--- config.mk ---
export PLATFORM = sky130hd
export DESIGN_NAME = tw_master
export DESIGN_NICKNAME = d
export VERILOG_FILES = /design/src/design/tw_pkg.sv /design/src/design/tw_master.sv
export SDC_FILE = /design/constraint.sdc
export NUM_CORES = 1
export LEC_CHECK = 0
export BUFFER_PORTS_ARGS = -buffer_cell sky130_fd_sc_hd__buf_2
export CORE_ASPECT_RATIO = 1.75
export CORE_MARGIN = 5
export CORE_UTILIZATION = 55
export DETAILED_ROUTE_END_ITERATION = 12
export GPL_TIMING_DRIVEN = 0
export PLACE_DENSITY = 0.7
export SYNTH_ARGS = -nofsm -noshare
export SYNTH_HDL_FRONTEND = slang
export SYNTH_SLANG_ARGS = --single-unit
--- constraint.sdc ---
create_clock -name CLK -period 6.8 [get_ports CLK]
set_input_delay 0.34 -clock CLK [delete_from_list [all_inputs] [get_ports CLK]]
set_output_delay 0.34 -clock CLK [all_outputs]
set_load 0.005 [all_outputs]
--- src/design/tw_pkg.sv ---
// Constants and types shared by the two-wire bus master
package tw_pkg;
    // Command register field positions
    localparam int unsigned CMD_READ_BIT  = 0;
    localparam int unsigned CMD_STOP_BIT  = 1;
    localparam int unsigned CMD_RS_BIT    = 2;
    localparam int unsigned CMD_WIDTH     = 3;
    // Status register field positions
    localparam int unsigned STAT_IRQ_BIT  = 0;
    localparam int unsigned STAT_TMO_BIT  = 1;
    localparam int unsigned STAT_ARB_BIT  = 2;
    // Widths
    localparam int unsigned ADDR_WIDTH    = 7;
    localparam int unsigned BYTE_WIDTH    = 8;
    localparam int unsigned SYNC_WIDTH    = 19;
    // Bit index of the acknowledge slot after eight data bits
    localparam logic [3:0]  ACK_SLOT      = 4'h8;
    // Reset values of host registers
    localparam logic [7:0]  DATA_RESET    = 8'h00;
    localparam logic [6:0]  ADDR_RESET    = 7'h00;
    localparam logic [2:0]  CMD_RESET     = 3'h0;
    localparam logic [7:0]  LOW_CNT_RESET = 8'hff;
    localparam logic [7:0]  HIGH_CNT_RESET = 8'hff;
    localparam logic [7:0]  IDLE_CNT_RESET = 8'hff;

    typedef enum logic [10:0] {
        TW_IDLE      = 11'b000_0000_0001,
        TW_FREE      = 11'b000_0000_0010,
        TW_START     = 11'b000_0000_0100,
        TW_LOW       = 11'b000_0000_1000,
        TW_HIGH      = 11'b000_0001_0000,
        TW_WAIT      = 11'b000_0010_0000,
        TW_RS        = 11'b000_0100_0000,
        TW_STOP_LOW  = 11'b000_1000_0000,
        TW_STOP_HIGH = 11'b001_0000_0000
    } tw_state_type;
endpackage

--- src/design/tw_master.sv ---
// Two-wire bus master with a byte-wide strobed host port
// What this block does
// - Address byte is seven address bits then direction bit in the LSB.
// - Every address and data byte goes out most significant bit first.
// - Write cycles shift out held data; read cycles capture into the shifter.
// - Each data cycle ends in stop, burst continuation or repeated start.
// - Exactly one interrupt per data cycle, one per byte in bursts.
// - Turnaround runs start, address, data, restart, address, data, stop.
// - After a restart a new address byte carries the new direction.
// - All logic runs on the single primary clock.
// - Selected register loads from host bus on rising write strobe edge.
// - Data select with write strobe stores all eight bits for writing.
// - Address select with write strobe stores low seven bits as address.
// - Command write stores three bits, starts the cycle, clears interrupt.
// - Command select with read strobe returns the status register.
// - Eight-bit count times SCL low phase and restart setup.
// - Eight-bit count times SCL high phase, start hold, stop setup.
// - Eight-bit count sets bus-free interval before any start.
// - Interrupt rises on completion or abort, holds until next command write.
// - Command bits: 0 read, 1 stop, 2 repeated start.
// - Status bit 2 is lost arbitration, bit 1 is acknowledge timeout.
// - Both lines must stay high the full idle count; low restarts it.
// - Driven data mismatch during SCL high aborts with arbitration lost.
`timescale 1ns/1ps
module tw_master
    import tw_pkg::*;
(
    input  wire logic       CLK,
    input  wire logic       RST,
    input  wire logic       RD_N,
    input  wire logic       RX_DATA_SELECT,
    input  wire logic       WR_N,
    input  wire logic [7:0] HOST_WRITE_BUS,
    input  wire logic       DATA_WRITE_SELECT,
    input  wire logic       ADDR_WRITE_SELECT,
    input  wire logic       CMD_STAT_SELECT,
    input  wire logic       LOW_PHASE_WRITE_SELECT,
    input  wire logic       HIGH_PHASE_WRITE_SELECT,
    input  wire logic       IDLE_COUNT_WRITE_SELECT,
    output logic            INTERRUPT,
    output logic      [7:0] HOST_READ_BUS,
    input  wire logic       SDA_IN,
    output logic            SDA_OUT,
    output logic            SDA_OE,
    input  wire logic       SCL_IN,
    output logic            SCL_OUT,
    output logic            SCL_OE
);
    // Two-rank synchronisers for every pin; host strobes are asynchronous too
    logic [SYNC_WIDTH-1:0] sync1_q;
    logic [SYNC_WIDTH-1:0] sync2_q;
    logic                  wr_prev_q;
    wire  [SYNC_WIDTH-1:0] pins = {RD_N, RX_DATA_SELECT, WR_N, HOST_WRITE_BUS,
                                   DATA_WRITE_SELECT, ADDR_WRITE_SELECT, CMD_STAT_SELECT,
                                   LOW_PHASE_WRITE_SELECT, HIGH_PHASE_WRITE_SELECT,
                                   IDLE_COUNT_WRITE_SELECT, SDA_IN, SCL_IN};

    always_ff @(posedge CLK) begin
        if (RST) begin
            sync1_q   <= '1;
            sync2_q   <= '1;
            wr_prev_q <= 1'b1;
        end else begin
            sync1_q   <= pins;
            sync2_q   <= sync1_q;
            wr_prev_q <= sync2_q[16];
        end
    end

    wire       rd_n_s    = sync2_q[18];
    wire       rx_sel_s  = sync2_q[17];
    wire       wr_n_s    = sync2_q[16];
    wire [7:0] din_s     = sync2_q[15:8];
    wire       dsel_s    = sync2_q[7];
    wire       asel_s    = sync2_q[6];
    wire       csel_s    = sync2_q[5];
    wire       lsel_s    = sync2_q[4];
    wire       hsel_s    = sync2_q[3];
    wire       isel_s    = sync2_q[2];
    wire       sda_s     = sync2_q[1];
    wire       scl_s     = sync2_q[0];
    wire       wr_rise   = wr_n_s & ~wr_prev_q;
    wire       cmd_wr    = wr_rise & csel_s;

    // Host registers
    logic [7:0]           transmit_data_q;
    logic [6:0]           slave_address_q;
    logic [CMD_WIDTH-1:0] operation_command_q;
    logic [7:0]           scl_low_phase_count_q;
    logic [7:0]           scl_high_phase_count_q;
    logic [7:0]           bus_idle_count_q;

    always_ff @(posedge CLK) begin
        if (RST) begin
            transmit_data_q        <= DATA_RESET;
            slave_address_q        <= ADDR_RESET;
            operation_command_q    <= CMD_RESET;
            scl_low_phase_count_q  <= LOW_CNT_RESET;
            scl_high_phase_count_q <= HIGH_CNT_RESET;
            bus_idle_count_q       <= IDLE_CNT_RESET;
        end else if (wr_rise) begin
            if (dsel_s) transmit_data_q <= din_s;
            if (asel_s) slave_address_q <= din_s[ADDR_WIDTH-1:0];
            if (csel_s) operation_command_q <= din_s[CMD_WIDTH-1:0];
            if (lsel_s) scl_low_phase_count_q <= din_s;
            if (hsel_s) scl_high_phase_count_q <= din_s;
            if (isel_s) bus_idle_count_q <= din_s;
        end
    end

    wire cmd_read = operation_command_q[CMD_READ_BIT];
    wire cmd_stop = operation_command_q[CMD_STOP_BIT];
    wire cmd_rs   = operation_command_q[CMD_RS_BIT];

    // Serial engine
    tw_state_type state_q;
    logic [7:0]   cnt_q;
    logic [7:0]   byte_shifter_q;
    logic [3:0]   bit_q;
    logic         addr_phase_q;
    logic         pend_rs_q;
    logic         irq_q;
    logic         arbitration_lost_flag_q;
    logic         timeout_q;
    logic         sda_oe_q;
    logic         scl_oe_q;
    logic         data_done_q;

    wire cnt_zero  = (cnt_q == 8'h00);
    wire lines_low = ~sda_s | ~scl_s;
    wire is_ack    = (bit_q == ACK_SLOT);
    // Address bytes and write data are driven by us; read data by the slave
    wire we_send   = addr_phase_q | ~cmd_read;
    // NACK the last read byte of a run so the slave lets go of SDA
    wire ack_drive = ~cmd_stop & ~cmd_rs;
    wire drive_low = is_ack ? (~we_send & ack_drive)
                            : (we_send & ~byte_shifter_q[7]);
    wire bit_end   = (state_q == TW_HIGH) & cnt_zero & scl_s;
    wire arb_miss  = bit_end & ~sda_s & ~sda_oe_q &
                     (is_ack ? (~we_send & ~ack_drive) : we_send);
    wire ack_miss  = bit_end & is_ack & we_send & sda_s;
    wire addr_byte_done = bit_end & is_ack & ~arb_miss & ~ack_miss & addr_phase_q;
    wire data_byte_done = bit_end & is_ack & ~arb_miss & ~ack_miss & ~addr_phase_q;
    wire [7:0] status = {5'h00, arbitration_lost_flag_q, timeout_q, irq_q};

    always_ff @(posedge CLK) begin
        if (RST) begin
            state_q        <= TW_IDLE;
            cnt_q          <= 8'h00;
            byte_shifter_q <= 8'h00;
            bit_q          <= 4'h0;
            addr_phase_q   <= 1'b0;
            pend_rs_q      <= 1'b0;
            sda_oe_q       <= 1'b0;
            scl_oe_q       <= 1'b0;
        end else begin
            case (state_q)
                TW_IDLE: begin
                    sda_oe_q <= 1'b0;
                    scl_oe_q <= 1'b0;
                    if (cmd_wr) begin
                        state_q      <= TW_FREE;
                        cnt_q        <= bus_idle_count_q;
                        addr_phase_q <= 1'b1;
                    end
                end
                TW_FREE: begin
                    // Another master seen: start the idle count over
                    if (lines_low) begin
                        cnt_q <= bus_idle_count_q;
                    end else if (cnt_zero) begin
                        state_q  <= TW_START;
                        sda_oe_q <= 1'b1;
                        cnt_q    <= scl_high_phase_count_q;
                    end else begin
                        cnt_q <= cnt_q - 8'h01;
                    end
                end
                TW_START: begin
                    if (cnt_zero) begin
                        state_q        <= TW_LOW;
                        scl_oe_q       <= 1'b1;
                        cnt_q          <= scl_low_phase_count_q;
                        byte_shifter_q <= {slave_address_q, cmd_read};
                        bit_q          <= 4'h0;
                    end else begin
                        cnt_q <= cnt_q - 8'h01;
                    end
                end
                TW_LOW: begin
                    // SDA changes only while SCL is held low
                    sda_oe_q <= drive_low;
                    if (cnt_zero) begin
                        state_q  <= TW_HIGH;
                        scl_oe_q <= 1'b0;
                        cnt_q    <= scl_high_phase_count_q;
                    end else begin
                        cnt_q <= cnt_q - 8'h01;
                    end
                end
                TW_HIGH: begin
                    // A slave stretching SCL holds the high count in reload
                    if (!scl_s) begin
                        cnt_q <= scl_high_phase_count_q;
                    end else if (!cnt_zero) begin
                        cnt_q <= cnt_q - 8'h01;
                    end else if (arb_miss) begin
                        state_q  <= TW_IDLE;
                        sda_oe_q <= 1'b0;
                    end else if (ack_miss) begin
                        state_q  <= TW_STOP_LOW;
                        scl_oe_q <= 1'b1;
                        cnt_q    <= scl_low_phase_count_q;
                    end else if (!is_ack) begin
                        byte_shifter_q <= {byte_shifter_q[6:0], sda_s};
                        bit_q          <= bit_q + 4'h1;
                        state_q        <= TW_LOW;
                        scl_oe_q       <= 1'b1;
                        cnt_q          <= scl_low_phase_count_q;
                    end else if (addr_phase_q) begin
                        addr_phase_q <= 1'b0;
                        bit_q        <= 4'h0;
                        if (!cmd_read) byte_shifter_q <= transmit_data_q;
                        state_q      <= TW_LOW;
                        scl_oe_q     <= 1'b1;
                        cnt_q        <= scl_low_phase_count_q;
                    end else if (cmd_stop) begin
                        state_q  <= TW_STOP_LOW;
                        scl_oe_q <= 1'b1;
                        cnt_q    <= scl_low_phase_count_q;
                    end else begin
                        // Stretch SCL until the host writes the next command
                        state_q   <= TW_WAIT;
                        scl_oe_q  <= 1'b1;
                        pend_rs_q <= cmd_rs;
                    end
                end
                TW_WAIT: begin
                    if (cmd_wr && pend_rs_q) begin
                        state_q      <= TW_RS;
                        sda_oe_q     <= 1'b0;
                        addr_phase_q <= 1'b1;
                        cnt_q        <= scl_low_phase_count_q;
                    end else if (cmd_wr) begin
                        // Burst: data byte with no fresh address
                        bit_q          <= 4'h0;
                        byte_shifter_q <= din_s[CMD_READ_BIT] ? byte_shifter_q
                                                              : transmit_data_q;
                        state_q        <= TW_LOW;
                        cnt_q          <= scl_low_phase_count_q;
                    end
                end
                TW_RS: begin
                    // SDA released while SCL low, then SCL released; the
                    // idle check below also covers the restart setup time
                    if (cnt_zero) begin
                        state_q  <= TW_FREE;
                        scl_oe_q <= 1'b0;
                        cnt_q    <= bus_idle_count_q;
                    end else begin
                        cnt_q <= cnt_q - 8'h01;
                    end
                end
                TW_STOP_LOW: begin
                    sda_oe_q <= 1'b1;
                    if (cnt_zero) begin
                        state_q  <= TW_STOP_HIGH;
                        scl_oe_q <= 1'b0;
                        cnt_q    <= scl_high_phase_count_q;
                    end else begin
                        cnt_q <= cnt_q - 8'h01;
                    end
                end
                TW_STOP_HIGH: begin
                    if (!scl_s) begin
                        cnt_q <= scl_high_phase_count_q;
                    end else if (cnt_zero) begin
                        state_q  <= TW_IDLE;
                        sda_oe_q <= 1'b0;
                    end else begin
                        cnt_q <= cnt_q - 8'h01;
                    end
                end
                default: begin
                    state_q  <= TW_IDLE;
                    sda_oe_q <= 1'b0;
                    scl_oe_q <= 1'b0;
                end
            endcase
        end
    end

    // Interrupt and status; when a set falls in the same cycle as a command
    // write, the set wins over the clear and the flag stays high
    wire stop_end = (state_q == TW_STOP_HIGH) & scl_s & cnt_zero;
    wire irq_set  = arb_miss | stop_end | (data_byte_done & ~cmd_stop);

    always_ff @(posedge CLK) begin
        if (RST) begin
            irq_q                   <= 1'b0;
            arbitration_lost_flag_q <= 1'b0;
            timeout_q               <= 1'b0;
            data_done_q             <= 1'b0;
        end else begin
            data_done_q <= data_byte_done;
            if (irq_set) irq_q <= 1'b1;
            else if (cmd_wr) irq_q <= 1'b0;
            if (arb_miss) arbitration_lost_flag_q <= 1'b1;
            else if (cmd_wr) arbitration_lost_flag_q <= 1'b0;
            if (ack_miss) timeout_q <= 1'b1;
            else if (cmd_wr) timeout_q <= 1'b0;
        end
    end

    // Outputs, all registered
    always_ff @(posedge CLK) begin
        if (RST) begin
            INTERRUPT     <= 1'b0;
            HOST_READ_BUS <= 8'h00;
            SDA_OUT       <= 1'b0;
            SDA_OE        <= 1'b0;
            SCL_OUT       <= 1'b0;
            SCL_OE        <= 1'b0;
        end else begin
            INTERRUPT <= irq_q;
            if (!rd_n_s && csel_s) HOST_READ_BUS <= status;
            else if (!rd_n_s && rx_sel_s) HOST_READ_BUS <= byte_shifter_q;
            SDA_OUT <= 1'b0;
            SDA_OE  <= sda_oe_q;
            SCL_OUT <= 1'b0;
            SCL_OE  <= scl_oe_q;
        end
    end
endmodule

## Yosys cells after proc, flatten, opt, wreduce, memory -nomap -nowiden

Cells that the tools add are included.

| storage, ports and cells | value |
|---|---|
| register bits | 130 |
| input port bits | 21 |
| output and inout bits | 13 |
| logic and storage cells | 220 |

| operators by class | value |
|---|---|
| $add $sub $neg | 2 |
| equal/unequal tests | 36 |
| mux-type cells | 87 |
| bitwise logic cells | 39 |
| reductions and logical operators | 31 |

Operators with widths:

| operator | count |
|---|---|
| $mux W8 | 32 |
| $mux W11 | 13 |
| $pmux W11 S9 | 1 |
| $pmux W8 S8 | 1 |
| $ne A2 B2 Y1 const B | 19 |
| $mux W4 | 9 |
| $mux W1 | 24 |
| $pmux W8 S3 | 1 |
| $and A1 B1 Y1 | 20 |
| $reduce_and A9 Y1 | 2 |
| $reduce_and A8 Y1 | 2 |
| $not A1 Y1 | 15 |
| $ne A3 B3 Y1 const B | 4 |
| $pmux W4 S3 | 1 |
| $reduce_and A12 Y1 | 1 |
| $reduce_and A2 Y1 | 6 |
| $reduce_and A6 Y1 | 2 |
| $eq A11 B1 Y1 const B | 1 |
| $eq A11 B2 Y1 const B | 1 |
| $eq A11 B3 Y1 const B | 1 |
| $eq A11 B4 Y1 const B | 1 |
| $eq A11 B5 Y1 const B | 1 |
| $eq A11 B6 Y1 const B | 1 |
| $eq A11 B7 Y1 const B | 1 |
| 22 further kinds | 35 |

## Depth between registers and ports, before layout

| depth | value |
|---|---|
| depth after elaboration | 13 |
| mapped depth | 11 |
| depth with buffers taken out | 8 |

## Worst setup path after synthesis

OpenSTA, ideal clock, no wires.

| timing path | value |
|---|---|
| path type | register to register |
| start | register state_q[6] |
| end | register byte_shifter_q[2] |
| setup time | 0.139 ns |
| arrival time | 2.600 ns |
| required time | 6.661 ns |
| setup slack | 4.061 ns |
| stages on the path, launching flop included | 8 |
| path buffers | 2 |
| period minus slack after synthesis | 2.739 ns |
| cell sequence | dfxtp_1 -> buf_6 -> or4_4 -> or4_4 -> a222oi_1 -> and3_1 -> buf_4 -> a311oi_2 |

| on the way | value |
|---|---|
| cells in the longest elaborated chain, start to end | 8 |
| elaborated cells on any way between the ends | 24 |
| those cells by class | eq/ne (13); mux (1); bitwise (8); reduce/logical (2) |

RTL lines:

| what | RTL line | source |
|---|---|---|
| start: declaration | tw_master.sv:116 | `tw_state_type state_q;` |
| start signal: assignment | tw_master.sv:148 | `state_q <= TW_IDLE;` |
| start signal: assignment | tw_master.sv:162 | `state_q <= TW_FREE;` |
| start signal: assignment | tw_master.sv:172 | `state_q <= TW_START;` |
| $eq A11 B5 Y1 | tw_master.sv:138, tw_master.sv:157 |  |
| $and A1 B1 Y1 (2 in series) | tw_master.sv:138 | `wire bit_end = (state_q == TW_HIGH) & cnt_zero & scl_s;` |
| $and A1 B1 Y1 (on tied branches) (3 in series) | tw_master.sv:141, tw_master.sv:139 |  |
| $ne A2 B2 Y1 (no line) | n/a |  |
| $reduce_and A11 Y1 (no line) | n/a |  |
| end signal: assignment | tw_master.sv:184 | `byte_shifter_q <= {slave_address_q, cmd_read};` |
| end signal: assignment | tw_master.sv:215 | `byte_shifter_q <= {byte_shifter_q[6:0], sda_s};` |
| end signal: assignment | tw_master.sv:223 | `if (!cmd_read) byte_shifter_q <= transmit_data_q;` |
| end: declaration | tw_master.sv:118 | `logic [7:0] byte_shifter_q;` |

Parallel ways exist; a longest one is shown, timed or not.
A chain may end at the register's enable or synchronous reset.

## Final worst setup path

| timing path | value |
|---|---|
| start | register cnt_q[2] |
| end | register cnt_q[6] |

| on the way | value |
|---|---|
| cells in the longest elaborated chain, start to end | 11 |
| elaborated cells on any way between the ends | 25 |
| those cells by class | add/sub (1); eq/ne (3); mux (11); bitwise (8); reduce/logical (2) |

RTL lines:

| what | RTL line | source |
|---|---|---|
| start: declaration | tw_master.sv:117 | `logic [7:0] cnt_q;` |
| start signal: assignment | tw_master.sv:163 | `cnt_q <= bus_idle_count_q;` |
| start signal: assignment | tw_master.sv:170 | `cnt_q <= bus_idle_count_q;` |
| start signal: assignment | tw_master.sv:174 | `cnt_q <= scl_high_phase_count_q;` |
| $logic_not A8 Y1 | tw_master.sv:129 | `wire cnt_zero = (cnt_q == 8'h00);` |
| $and A1 B1 Y1 (2 in series) | tw_master.sv:138 |  |
| $and A1 B1 Y1 (3 in series) | tw_master.sv:141 | `wire ack_miss = bit_end & is_ack & we_send & sda_s;` |
| $mux W8 | tw_master.sv:210 | `end else if (ack_miss) begin` |
| $mux W8 | tw_master.sv:207 | `end else if (arb_miss) begin` |
| $mux W8 | tw_master.sv:205 | `end else if (!cnt_zero) begin` |
| $mux W8 | tw_master.sv:203 | `if (!scl_s) begin` |
| $pmux W8 S8 | tw_master.sv:157 | `case (state_q)` |

Parallel ways exist; a longest one is shown, timed or not. The select of a mux whose other input is x is not followed.

==> reports/metrics.csv <==
metric,value,unit
core_region_area,11000,sq um
synth_cells,760,
critPathLaunchType,register,
synthTopCellsByArea,"sky130_fd_sc_hd__dfxtp_1, sky130_fd_sc_hd__nand3_1, sky130_fd_sc_hd__a21oi_1",
path_cells,"nor4_1, nand3_1, or4_1, o311a_1, clkbuf_1, and2_0, clkbuf_1, a311oi_1",
synth_warnings,0,
routed-wl-met2,10.0,mm
die_area,13500,sq um
crit_path_frequent_cell,sky130_fd_sc_hd__clkbuf_1,
routed_wire_length_per_instance,20.7,um
ys_types,69,
netlist.top_cell.by_area,sky130_fd_sc_hd__dfxtp_1,
clock_latency,0.42,ns
cts_resized,0,
critical-path-max-stage-delay,1.00,ns
synth_async_sr_flop_share,0,%
number_of_antenna_violating_nets_in_the_routed_design,0,
ys.flop_type,sky130_fd_sc_hd__dfxtp_1,
worst_ep_required_time,7.11,ns
cts.repair_timing.setup_buffer_count,0,
io_buffer_count,30,
clock-sinks,128,
place.detailed.hpwl,14.9,mm
clock_path_buffers,2,
timing.critical_path.arrival,3.98,ns
run_status,completed,
critPathTopFamily,simple AND/OR/NAND/NOR gates,
timing.setup.critical_path_class,reg2reg,
dpl-instance-area,6480,sq um
grt_start_max_net_pins,17,
routed_wirelength,19.8,mm
cts_hold_fix_bufs,0,
min_path_type,in2reg,
fin_worst_skew,0.0101,ns
cts.clk_slew.worst_paths,0.06,ns
layout_worst_path_cycle_share,54.0,%
route.met3.wl,1.27,mm
initial_antenna_violation_count,0,
route.layer.met1.wl,7.19,mm
power.density,335,nW/um^2
die-height,150,um
number_of_nets_in_the_layout,835,
timing.setup.tns,0,ns
global_route.overflow_total,0,
num_antenna_cells,0,
tritoncts,done,
track_usage,29.5,%
initial_utilization,55.9,%
cellLeakagePower,0.00265,uW
drv_cap,0,
hold_viol_final,0,
timing.max_slew.rel_slack,11.6,%
synth-edff-count,0,
critical_path_buf_inv_count,2,
cts_inserted_buffers,17,
syn_area,6170,sq um
vias,6085,
post-synth-top-count-cell,sky130_fd_sc_hd__dfxtp_1,
route.detailed.drc,0,
synthToLayoutAreaGrowth,13.9,%
ctsHtreeMaxLevel,4,
drive_gt1_share,14.7,%
synth.cells.most_frequent,"sky130_fd_sc_hd__dfxtp_1, sky130_fd_sc_hd__nand2_1, sky130_fd_sc_hd__nand3_1, sky130_fd_sc_hd__a21oi_1, sky130_fd_sc_hd__clkbuf_1",
fp-row-count,51,
grt_pass1_wl,31.3,mm
final_design_area_no_fill,7020,sq um
dr.max_layer_used,met4,
postSynthRegisterBits,128,
fraction_of_the_yosys_area_taken_by_sequential_cells,41.6,%
critical-path-slowest-cell,sky130_fd_sc_hd__nor4_1,
detailedRoute.firstIterationViolations,555,
setup_viol,0,
setup_repair_after_global_routing_missed_its_margin,no,
utilization,63.6,%
maximum_achievable_frequency,0.272,GHz
cp_max_fo,9,
area_share_of_the_leading_cell_type_in_the_synthesized_netlist,41.6,%
synthesis.area_per_instance,8.11,sq um
vias_per_cell,6.37,
die-width,90.0,um
gp_routability_congestion,1.04,
max_slew.worst_pin.slew,1.32,ns
grt_pass1_vias,6048,
period_needed,3.67,ns
maxSlewViolCount,0,
root_buffer,sky130_fd_sc_hd__clkbuf_16,
irDropWorstVdd,0.000296,V
first_pass_iters,8,
timing.critical_path.to_type,register,
ioPinCount,34,
## per-layer routing
metal / track usage (%) / vias to the layer above
met4: 21.6 / 0
met2: 51.1 / 280
met1: 31.2 / 2851
li1: - / 2870
met5: 0 / -
met3: 6.39 / 84
## cells by family after synthesis
| family | share of synthesized area, % |
|---|---|
| AND/OR/NAND/NOR | 29.2 |
| flip-flops | 41.6 |
| adder cells (fa/ha/maj) | 0.812 |
| other | 0.0608 |
| multiplexers | 1.30 |
| AO/OA/AOI/OAI | 19.8 |
| buffers and inverters | 5.50 |
| XOR/XNOR | 1.70 |
## stage by stage
stage / std cells / hold WS [ns] / setup WS [ns] / total power (uW)
4_1_cts: 955 / 0.0897 / 3.22 / 2340
5_1_grt: 955 / 0.0874 / 2.95 / 2450
2_1_floorplan: 761 / 0.389 / 4.06 / 1320
3_3_place_gp: 923 / 0.392 / 3.24 / 1510
3_5_place_dp: 923 / 0.394 / 3.24 / 1520
6_report: 955 / 0.101 / 3.13 / 2350
## power by group
group,total (uW),internal [uW],switching (uW)
sequential,846,800,46.1
clock,825,470,355
combinational,677,222,456
## sequential cells by signal, indices dropped and copies added (netlist names), 3 cells and up
name                    count
cnt_q                       8
scl_low_phase_count_q       8
slave_address_q             7
HOST_READ_BUS               8
sync2_q                    19
byte_shifter_q              8
bus_idle_count_q            8
scl_high_phase_count_q      8
state_q                     9
sync1_q                    19
bit_q                       4
operation_command_q         3
transmit_data_q             8
## cells in the final DEF (no fill, tap or decap), drive strengths merged, types with 5 or more instances in the layout
cell type | Yosys | routed
a32oi | 5 | 5
inv | 19 | 25
o21ai | 31 | 31
nor4 | 14 | 14
a21oi | 63 | 63
and3 | 13 | 13
a31oi | 11 | 11
nor2 | 28 | 28
o2111ai | 5 | 5
clkbuf | 53 | 71
nor3 | 19 | 19
xnor2 | 8 | 8
a211oi | 9 | 9
o211ai | 6 | 6
nand2 | 82 | 82
a311oi | 14 | 14
nor2b | 8 | 8
nand4 | 11 | 11
nand3 | 81 | 81
nand2b | 11 | 11
or2 | 41 | 41
and2 | 5 | 5
dfxtp | 128 | 128
mux2i | 8 | 8
buf | 11 | 41
or4 | 6 | 6
## path summary, 6_finish.rpt
path                                         from     endpoint  slack, ns  cells after the start
worst max-delay path                     cnt_q[2]     cnt_q[6]       3.13                      8
worst min-delay path            HOST_WRITE_BUS[5]  sync1_q[13]       0.10                      2
worst max register to register           cnt_q[2]     cnt_q[6]       3.13                      8
worst min register to register         sync1_q[3]   sync2_q[3]       0.41                      1
## layout make-up
| cell class | count | area (sq um) |
|---|---|---|
| well taps | 132 | 165 |
| flip-flops and latches | 128 | 2560 |
| plain buffers | 64 | 268 |
| inverters | 19 | 71.3 |
| clock buffers | 18 | 429 |
| multi-input cells | 550 | 3270 |
| clock inverters | 14 | 106 |
| fillers | 969 | 4020 |
| repair buffers | 30 | 150 |
## worst reg2reg max path, delay by kind of cell, from the launching register on
| kind | cells | cell delay [ns] |
|---|---|---|
| AOI/OAI and AO/OA | 2 | 0.47 |
| buffers and inverters | 2 | 0.51 |
| DFF | 1 | 0.38 |
| and+or+nand+nor | 4 | 2.22 |
Note: power is estimated with default switching activity, not from simulation.
